==> config.mk <==
export PLATFORM = sky130hd
export DESIGN_NAME = clk_top
export DESIGN_NICKNAME = d
export VERILOG_FILES = /design/src/design/clk_pkg.sv /design/src/design/clk_top.sv
export SDC_FILE = /design/constraint.sdc
export NUM_CORES = 1
export LEC_CHECK = 0
export BUFFER_PORTS_ARGS = -buffer_cell sky130_fd_sc_hd__buf_2
export CAP_MARGIN = 20
export CORE_MARGIN = 2
export CORE_UTILIZATION = 35
export DETAILED_ROUTE_END_ITERATION = 10
export GPL_ROUTABILITY_DRIVEN = 0
export PLACE_DENSITY_LB_ADDON = 0.05
export SYNTH_ARGS = -nofsm -noshare
export SYNTH_HDL_FRONTEND = slang
export SYNTH_SLANG_ARGS = --single-unit
==> constraint.sdc <==
create_clock -name clk -period 5.9 [get_ports clk]
set_clock_uncertainty 0.15 [all_clocks]
set_input_delay 0.59 -clock clk [delete_from_list [all_inputs] [get_ports clk]]
set_output_delay 0.59 -clock clk [all_outputs]
set_load 0.005 [all_outputs]
==> src/design/clk_pkg.sv <==
//------------------------------------------------------------------
// Functional notes
//------------------------------------------------------------------
// Functional notes
// - Push locks aligned segment, then decrements pointer
// - Push disabled: no lock, pointer kept
// - Pop increments pointer, then releases that slot
// - Pop strobe always reads back zero
// - Pointer read-only; slots above it locked
// - Pointer zero means whole cache unlocked
// - Accumulator counts every miss stall cycle except one with an accumulator write
// - Overflow flag sticky until accumulator written
// - High field shows accumulator bits 11-5
// - High field write clears low five bits
// - High field read snapshots bits 4-1
// - Bit 0 hidden; total is twice fields
// - Tuning bits 7-4 hold captured snapshot
// - Pop releases lock only, contents stay
// - Push locks even with fill writes disabled
package clk_pkg;
	//------------------------------------------------------------------
	// Register byte addresses
	//------------------------------------------------------------------
	localparam logic [3:0] CLK_OFS_LOCK = 4'h0; // Lock control
	localparam logic [3:0] CLK_OFS_ACCUM = 4'h4; // Miss accumulator high
	localparam logic [3:0] CLK_OFS_TUNE = 4'h8; // Tuning, low field on top
	localparam logic [3:0] CLK_OFS_CTRL = 4'hc; // Fill write enable
	//------------------------------------------------------------------
	// Field positions
	//------------------------------------------------------------------
	localparam int CLK_BIT_PUSH = 7; // Push enable
	localparam int CLK_BIT_POP = 6; // Pop strobe
	localparam int CLK_BIT_OVF = 7; // Overflow flag
	localparam int CLK_BIT_WREN = 0; // Fill write enable
	localparam int CLK_SLOT_W = 6; // Slot pointer width
	localparam int CLK_ACC_W = 12; // Accumulator width
	localparam int CLK_HIGH_W = 7; // High field width
	localparam int CLK_HIGH_LSB = 5; // Accumulator bit at high field bit 0
	localparam int CLK_LOW_W = 4; // Low field width
	localparam int CLK_TUNE_W = 4; // Plain tuning bits 3-0
	localparam int CLK_SEG_LSB = 2; // Four-byte segment alignment
	//------------------------------------------------------------------
	// Reset values
	//------------------------------------------------------------------
	localparam logic [CLK_SLOT_W-1:0] CLK_SLOT_RST = 6'h3e; // Empty stack
	localparam logic CLK_PUSH_RST = 1'b0;
	localparam logic [CLK_TUNE_W-1:0] CLK_TUNE_RST = 4'h4;
	localparam logic CLK_WREN_RST = 1'b1;
	localparam logic [CLK_SLOT_W-1:0] CLK_SLOT_ZERO = 6'h00;
	localparam logic [CLK_SLOT_W-1:0] CLK_SLOT_ONE = 6'h01;
	localparam logic [CLK_ACC_W-1:0] CLK_ACC_ONE = 12'h001;
	localparam logic [CLK_ACC_W-1:0] CLK_ACC_MAX = 12'hfff;
	localparam logic [CLK_HIGH_LSB-1:0] CLK_ACC_LOW_CLR = 5'h00;
	localparam logic [31:0] CLK_RD_ZERO = 32'h0000_0000;
endpackage : clk_pkg

==> src/design/clk_top.sv <==
`timescale 1ns/10ps
`default_nettype none
module clk_top
	import clk_pkg::*;
#(
	parameter int ADDR_W = 16 // Program address width
)
(
	input wire logic clk,
	input wire logic reset_n,
	// Avalon-MM slave
	input wire logic [3:0] avs_address,
	input wire logic avs_read,
	input wire logic avs_write,
	input wire logic [31:0] avs_writedata,
	input wire logic [3:0] avs_byteenable,
	output logic [31:0] avs_readdata,
	output logic avs_waitrequest,
	// Core fetch and program-read side
	input wire logic prog_read_op,
	input wire logic [ADDR_W-1:0] prog_read_addr,
	input wire logic miss_stall,
	input wire logic fill_request,
	input wire logic [CLK_SLOT_W-1:0] fill_slot,
	// Cache array side
	output logic lock_write,
	output logic [CLK_SLOT_W-1:0] lock_write_slot,
	output logic [ADDR_W-CLK_SEG_LSB-1:0] lock_write_segment,
	output logic lock_release,
	output logic [CLK_SLOT_W-1:0] lock_release_slot,
	output logic fill_grant,
	output logic [CLK_SLOT_W-1:0] lock_slot_pointer,
	output logic cache_fill_write_enable
);
	//------------------------------------------------------------------
	// Elaboration checks
	//------------------------------------------------------------------
	if (ADDR_W <= CLK_SEG_LSB)
	begin : g_bad_addr_w
		$error("ADDR_W too small for segment addressing");
	end

	//------------------------------------------------------------------
	// Helpers
	//------------------------------------------------------------------
	// Slot protected from normal fills; zero pointer unlocks everything
	function automatic logic slot_locked(input logic [CLK_SLOT_W-1:0] slot,
		input logic [CLK_SLOT_W-1:0] ptr);
		slot_locked = (ptr != CLK_SLOT_ZERO) && (slot > ptr);
	endfunction : slot_locked

	//------------------------------------------------------------------
	// State
	//------------------------------------------------------------------
	logic wait_q; // Waitrequest, high when idle
	logic [31:0] rdata_q; // Read data
	logic push_en_q; // Push enable
	logic [CLK_SLOT_W-1:0] slot_q; // Slot pointer
	logic [CLK_ACC_W-1:0] acc_q; // Miss penalty accumulator
	logic ovf_q; // Overflow flag
	logic [CLK_LOW_W-1:0] low_q; // Snapshot of accumulator bits 4-1
	logic [CLK_TUNE_W-1:0] tune_q; // Plain tuning bits
	logic wren_q; // Fill write enable
	logic lock_write_q;
	logic [CLK_SLOT_W-1:0] lock_write_slot_q;
	logic [ADDR_W-CLK_SEG_LSB-1:0] lock_write_seg_q;
	logic lock_release_q;
	logic [CLK_SLOT_W-1:0] lock_release_slot_q;
	logic fill_grant_q;

	//------------------------------------------------------------------
	// Bus decode
	//------------------------------------------------------------------
	logic acc_wr; // Write taken this edge
	logic acc_rd; // Read taken this edge
	logic lane0; // Low byte enabled
	logic wr_lock; // Lock control written
	logic wr_accum; // Accumulator written
	logic rd_accum; // Accumulator read taken
	logic push_go; // Push happens this edge
	logic pop_go; // Pop happens this edge

	// Transfers complete at the edge where waitrequest is low
	assign acc_wr = avs_write && !wait_q;
	assign acc_rd = avs_read && !wait_q;
	assign lane0 = avs_byteenable[0];
	assign wr_lock = acc_wr && lane0 && (avs_address == CLK_OFS_LOCK);
	assign wr_accum = acc_wr && lane0 && (avs_address == CLK_OFS_ACCUM);
	assign rd_accum = acc_rd && (avs_address == CLK_OFS_ACCUM);
	assign push_go = prog_read_op && push_en_q;
	assign pop_go = wr_lock && avs_writedata[CLK_BIT_POP];

	//------------------------------------------------------------------
	// Bus handshake
	//------------------------------------------------------------------
	// One wait cycle per access so read data comes from a flop
	always_ff @(posedge clk or negedge reset_n)
	begin
		if (!reset_n)
			wait_q <= 1'b1;
		else
			wait_q <= !((avs_read || avs_write) && wait_q);
	end

	// Read mux, captured in the wait cycle
	always_ff @(posedge clk or negedge reset_n)
	begin
		if (!reset_n)
			rdata_q <= CLK_RD_ZERO;
		else if (avs_read && wait_q)
		begin
			rdata_q <= CLK_RD_ZERO;
			case (avs_address)
				CLK_OFS_LOCK:
				begin
					rdata_q[CLK_BIT_PUSH] <= push_en_q;
					rdata_q[CLK_SLOT_W-1:0] <= slot_q;
				end
				CLK_OFS_ACCUM:
				begin
					rdata_q[CLK_BIT_OVF] <= ovf_q;
					// Bit 0 never reaches the bus
					rdata_q[CLK_HIGH_W-1:0] <= acc_q[CLK_ACC_W-1:CLK_HIGH_LSB];
				end
				CLK_OFS_TUNE:
				begin
					// Snapshot on top of tuning bits
					rdata_q[CLK_TUNE_W+CLK_LOW_W-1:CLK_TUNE_W] <= low_q;
					rdata_q[CLK_TUNE_W-1:0] <= tune_q;
				end
				CLK_OFS_CTRL:
					rdata_q[CLK_BIT_WREN] <= wren_q;
				default:
					// Unmapped reads return zero
					rdata_q <= CLK_RD_ZERO;
			endcase
		end
	end

	//------------------------------------------------------------------
	// Lock stack
	//------------------------------------------------------------------
	// Push enable follows software
	always_ff @(posedge clk or negedge reset_n)
	begin
		if (!reset_n)
			push_en_q <= CLK_PUSH_RST;
		else if (wr_lock)
			push_en_q <= avs_writedata[CLK_BIT_PUSH];
	end

	// Pointer moves only by push and pop; software cannot load it
	// Read-only pointer
	always_ff @(posedge clk or negedge reset_n)
	begin
		if (!reset_n)
			slot_q <= CLK_SLOT_RST;
		else if (push_go && !pop_go)
			slot_q <= slot_q - CLK_SLOT_ONE;
		else if (pop_go && !push_go)
			slot_q <= slot_q + CLK_SLOT_ONE;
	end

	// Lock write ignores fill write enable on purpose
	// Push despite fill disable
	always_ff @(posedge clk or negedge reset_n)
	begin
		if (!reset_n)
		begin
			lock_write_q <= 1'b0;
			lock_write_slot_q <= CLK_SLOT_ZERO;
			lock_write_seg_q <= '0;
		end
		else
		begin
			lock_write_q <= push_go;
			if (push_go)
			begin
				lock_write_slot_q <= slot_q;
				lock_write_seg_q <= prog_read_addr[ADDR_W-1:CLK_SEG_LSB];
			end
		end
	end

	// Release names the slot after the increment; data stay cached
	// Release lock only
	always_ff @(posedge clk or negedge reset_n)
	begin
		if (!reset_n)
		begin
			lock_release_q <= 1'b0;
			lock_release_slot_q <= CLK_SLOT_ZERO;
		end
		else
		begin
			lock_release_q <= pop_go;
			if (pop_go)
				lock_release_slot_q <= slot_q + CLK_SLOT_ONE;
		end
	end

	// Normal fill permission, one cycle after the request
	always_ff @(posedge clk or negedge reset_n)
	begin
		if (!reset_n)
			fill_grant_q <= 1'b0;
		else
			fill_grant_q <= fill_request && wren_q && !slot_locked(fill_slot, slot_q);
	end

	//------------------------------------------------------------------
	// Miss penalty accumulator
	//------------------------------------------------------------------
	// A write in a stall cycle drops that one stall count
	always_ff @(posedge clk or negedge reset_n)
	begin
		if (!reset_n)
			acc_q <= '0;
		else if (wr_accum)
			// Clear low five bits on write
			acc_q <= {avs_writedata[CLK_HIGH_W-1:0], CLK_ACC_LOW_CLR};
		else if (miss_stall)
			acc_q <= acc_q + CLK_ACC_ONE;
	end

	// Flag set at the wrap, cleared only by a write
	// Sticky overflow flag
	always_ff @(posedge clk or negedge reset_n)
	begin
		if (!reset_n)
			ovf_q <= 1'b0;
		else if (wr_accum)
			ovf_q <= 1'b0;
		else if (miss_stall && (acc_q == CLK_ACC_MAX))
			ovf_q <= 1'b1;
	end

	// Snapshot of bits 4-1 taken with the high field read
	always_ff @(posedge clk or negedge reset_n)
	begin
		if (!reset_n)
			low_q <= '0;
		else if (rd_accum)
			low_q <= acc_q[CLK_HIGH_LSB-1:CLK_HIGH_LSB-CLK_LOW_W];
	end

	//------------------------------------------------------------------
	// Tuning and control bits
	//------------------------------------------------------------------
	// Plain storage; top nibble of tuning is the snapshot
	always_ff @(posedge clk or negedge reset_n)
	begin
		if (!reset_n)
		begin
			tune_q <= CLK_TUNE_RST;
			wren_q <= CLK_WREN_RST;
		end
		else
		begin
			if (acc_wr && lane0 && (avs_address == CLK_OFS_TUNE))
				tune_q <= avs_writedata[CLK_TUNE_W-1:0];
			if (acc_wr && lane0 && (avs_address == CLK_OFS_CTRL))
				wren_q <= avs_writedata[CLK_BIT_WREN];
		end
	end

	//------------------------------------------------------------------
	// Outputs
	//------------------------------------------------------------------
	assign avs_readdata = rdata_q;
	assign avs_waitrequest = wait_q;
	assign lock_write = lock_write_q;
	assign lock_write_slot = lock_write_slot_q;
	assign lock_write_segment = lock_write_seg_q;
	assign lock_release = lock_release_q;
	assign lock_release_slot = lock_release_slot_q;
	assign fill_grant = fill_grant_q;
	assign lock_slot_pointer = slot_q;
	assign cache_fill_write_enable = wren_q;
endmodule : clk_top
`default_nettype wire

==> results.sh <==
export IMPL_hold_path_class="input port to register"
export IMPL_cts_tree="done"
export IMPL_diodes=0
export IMPL_synth_largest_area_cell="dfrtp_1"
export IMPL_numCtsBuffers=9
export IMPL_path_max_fanout=11
export IMPL_synth_top_area_share_pct=43.7
export IMPL_io_pins=138
export IMPL_seq_area_frac_synth_pct=49.9
export IMPL_die_h_um=102
export IMPL_syn_to_final_growth_pct=18.4
export IMPL_root_buffer="clkbuf_8"
export IMPL_ys_flop_type="dfrtp_1"
export IMPL_p_per_area_nw_per_um2=393
export IMPL_rsz0062_at_grt="no"
export IMPL_grt_pass1_vias=2203
export IMPL_grt_pass1_wl_um=11900
export IMPL_core_area_sq_um=9280
export IMPL_clk_pin_slew_ns=0.07
export IMPL_fin_crit_sh_pct=47.1
export IMPL_drv_cap=0
export IMPL_layoutNonFillerInstCount=527
export IMPL_tightestPinTransition_ns=0.878
export IMPL_syn_avg_cell_area_sq_um=10.9
export IMPL_required_ns=6.03
export IMPL_ys_warn_count=0
export IMPL_synth_seq_cells=67
export IMPL_rows=35
export IMPL_clockBufferDepth=2
export IMPL_drive_gt1_share_pct=35.2
export IMPL_vias=2395
export IMPL_fp_dieW_um=102
export IMPL_hold_viol_final=0
export IMPL_layout_min_cycle_time_ns=2.78
export IMPL_ys_types=42
export IMPL_ant_nets=0
export IMPL_wire_per_inst_um=14.3
export IMPL_vias_per_cell=4.54
export IMPL_ir_drop_v=0.000136
export IMPL_grtUsageTotal_pct=14.9
export IMPL_port_buffers=84
export IMPL_synth_area_sq_um=3380
export IMPL_fp_dieArea_sq_um=10500
export IMPL_drc=0
export IMPL_drv_slew=0
export IMPL_final_nets=473
export IMPL_overflow=0
export IMPL_clk_latency_ns=0.34
export IMPL_clock_sinks=67
export IMPL_status="finished clean"
export IMPL_async_flop_share_pct=100
export IMPL_start_kind="register"
export IMPL_grt_antenna_before_repair=0
export IMPL_ctsResizeCount=0
export IMPL_grt_start_max_net_pins=68
export IMPL_hpwlAfterDp_um=5540
export IMPL_cts_htree_levels=3
export IMPL_ctsHoldBuffers=0
export IMPL_drt_pass1_iter_count=4
export IMPL_tns_ns=0
export IMPL_leakage_uw=0.00196
export IMPL_setup_worst_path_class="register to register"
export IMPL_cts_setup_buffers=0
export IMPL_timing_fmax_mhz=360
export IMPL_relSlewSlack_pct=41.5
export IMPL_initial_core_util_pct=36.4
export IMPL_placed_cells=511
export IMPL_arrival_ns=2.91
export IMPL_setup_viol=0
export IMPL_drt_wl_total_um=7540
export IMPL_crit_path_end_kind="register"
export IMPL_drt_iter0_drc=75
export IMPL_synthCells=311
export IMPL_total_power_uw=1570
export IMPL_netlist_top_cells_area="dfrtp_1, mux2_2, dfstp_2"
export IMPL_synth_enable_flop_cells=0
cell type report:
type | count | area [sq um]
well taps | 129 | 161
clock buffers | 13 | 149
multi-input cells | 217 | 1480
repair buffers | 86 | 435
fillers | 954 | 5280
inverters | 12 | 45.0
flip-flops and latches | 67 | 1690
clock inverters | 3 | 40.0
worst max-delay path, cell delays in order (launching register included):
cell	delay [ns]
dfstp_2	0.38
nor3_1	0.51
nand4_1	0.51
ha_1	0.66
nor2_1	0.10
a221oi_2	0.23
o31a_2	0.17
synthesized netlist by cell type (3+ instances only):
master    instances
a21oi_1           3
a22o_1            7
buf_2             8
buf_4            24
clkbuf_1          5
dfrtp_1          59
dfstp_2           8
ha_1             11
inv_1            12
mux2_2           26
mux2i_1           8
nand2_1          33
nand3_1           7
nand4_1           5
nor2_1           14
nor2b_1           3
nor3_1            7
o21ai_0          26
xnor2_1          17
xor2_1            3
path summary, 6_finish.rpt:
check	from	endpoint	slack [ns]	depth (start not counted)
max in group asynchronous	reset_n	avs_readdata[0]	4.73	2
min in group asynchronous	reset_n	lock_write_slot[1]	0.30	2
hold / removal	avs_write	avs_waitrequest	0.27	2
setup / recovery	avs_waitrequest	lock_slot_pointer[5]	3.12	6
hold reg to reg	lock_write_slot[2]	lock_write_slot[2]	0.33	2
setup reg to reg	avs_waitrequest	lock_slot_pointer[5]	3.12	6
report_power, final:
part / leakage (uW) / switching [uW] / internal [uW]
logic: 0.00102 / 214 / 242
clock network: 0.0000974 / 171 / 206
registers: 0.000844 / 128 / 612
kinds of logic after synthesis:
| group | share of synthesized area [%] |
|---|---|
| other | 0.111 |
| XOR/XNOR | 5.18 |
| AO/OA/AOI/OAI | 9.29 |
| multiplexers | 11.7 |
| adder cells (fa/ha/maj) | 4.07 |
| buffers and inverters | 8.74 |
| AND/OR/NAND/NOR | 11.0 |
| flip-flops | 49.9 |
metal layers:
layer,part of all wire (%),track usage [%],up-vias
met4,1.5,5.54,0
met2,40,20.2,83
li1,-,-,1188
met1,53,23.1,1114
met3,5.4,3.42,10
met5,0,0,-
stage by stage:
stage | utilization, % | hold WS, ns | instance area [sq um] | setup WS (ns)
4_1_cts | 43.1 | 0.264 | 4000 | 3.06
3_5_place_dp | 41.1 | 0.316 | 3810 | 2.75
6_report | 43.1 | 0.274 | 4000 | 3.12
3_3_place_gp | 41.1 | 0.307 | 3810 | 2.76
2_1_floorplan | - | 0.144 | 3470 | 3.44
5_1_grt | 43.1 | 0.303 | 4000 | 2.86
cell usage in the layout (no fill, tap or decap), drive strengths merged, types with 2 or more instances in the layout:
master,n
a21oi,4
a31oi,2
conb,24
dfrtp,59
a22o,7
dfstp,8
nor3,7
clkbuf,13
or3,2
and4,2
mux2i,8
o21ai,26
nand3,7
buf,86
xor2,3
inv,12
nor2,14
clkinv,2
ha,11
xnor2,17
mux2,26
nor2b,3
and3,3
nand4,5
nand2,33
sequential cells by signal (all words and copies together) (netlist names):
register and cells:
lock_write_segment 14, acc_q 12, avs_readdata 8, lock_release_slot 6
lock_slot_pointer 6, lock_write_slot 6, low_q 4, tune_q 4
avs_waitrequest 1, cache_fill_write_enable 1, fill_grant 1, lock_release 1
lock_write 1, ovf_q 1, push_en_q 1
Note: power is estimated with default switching activity, not from simulation.
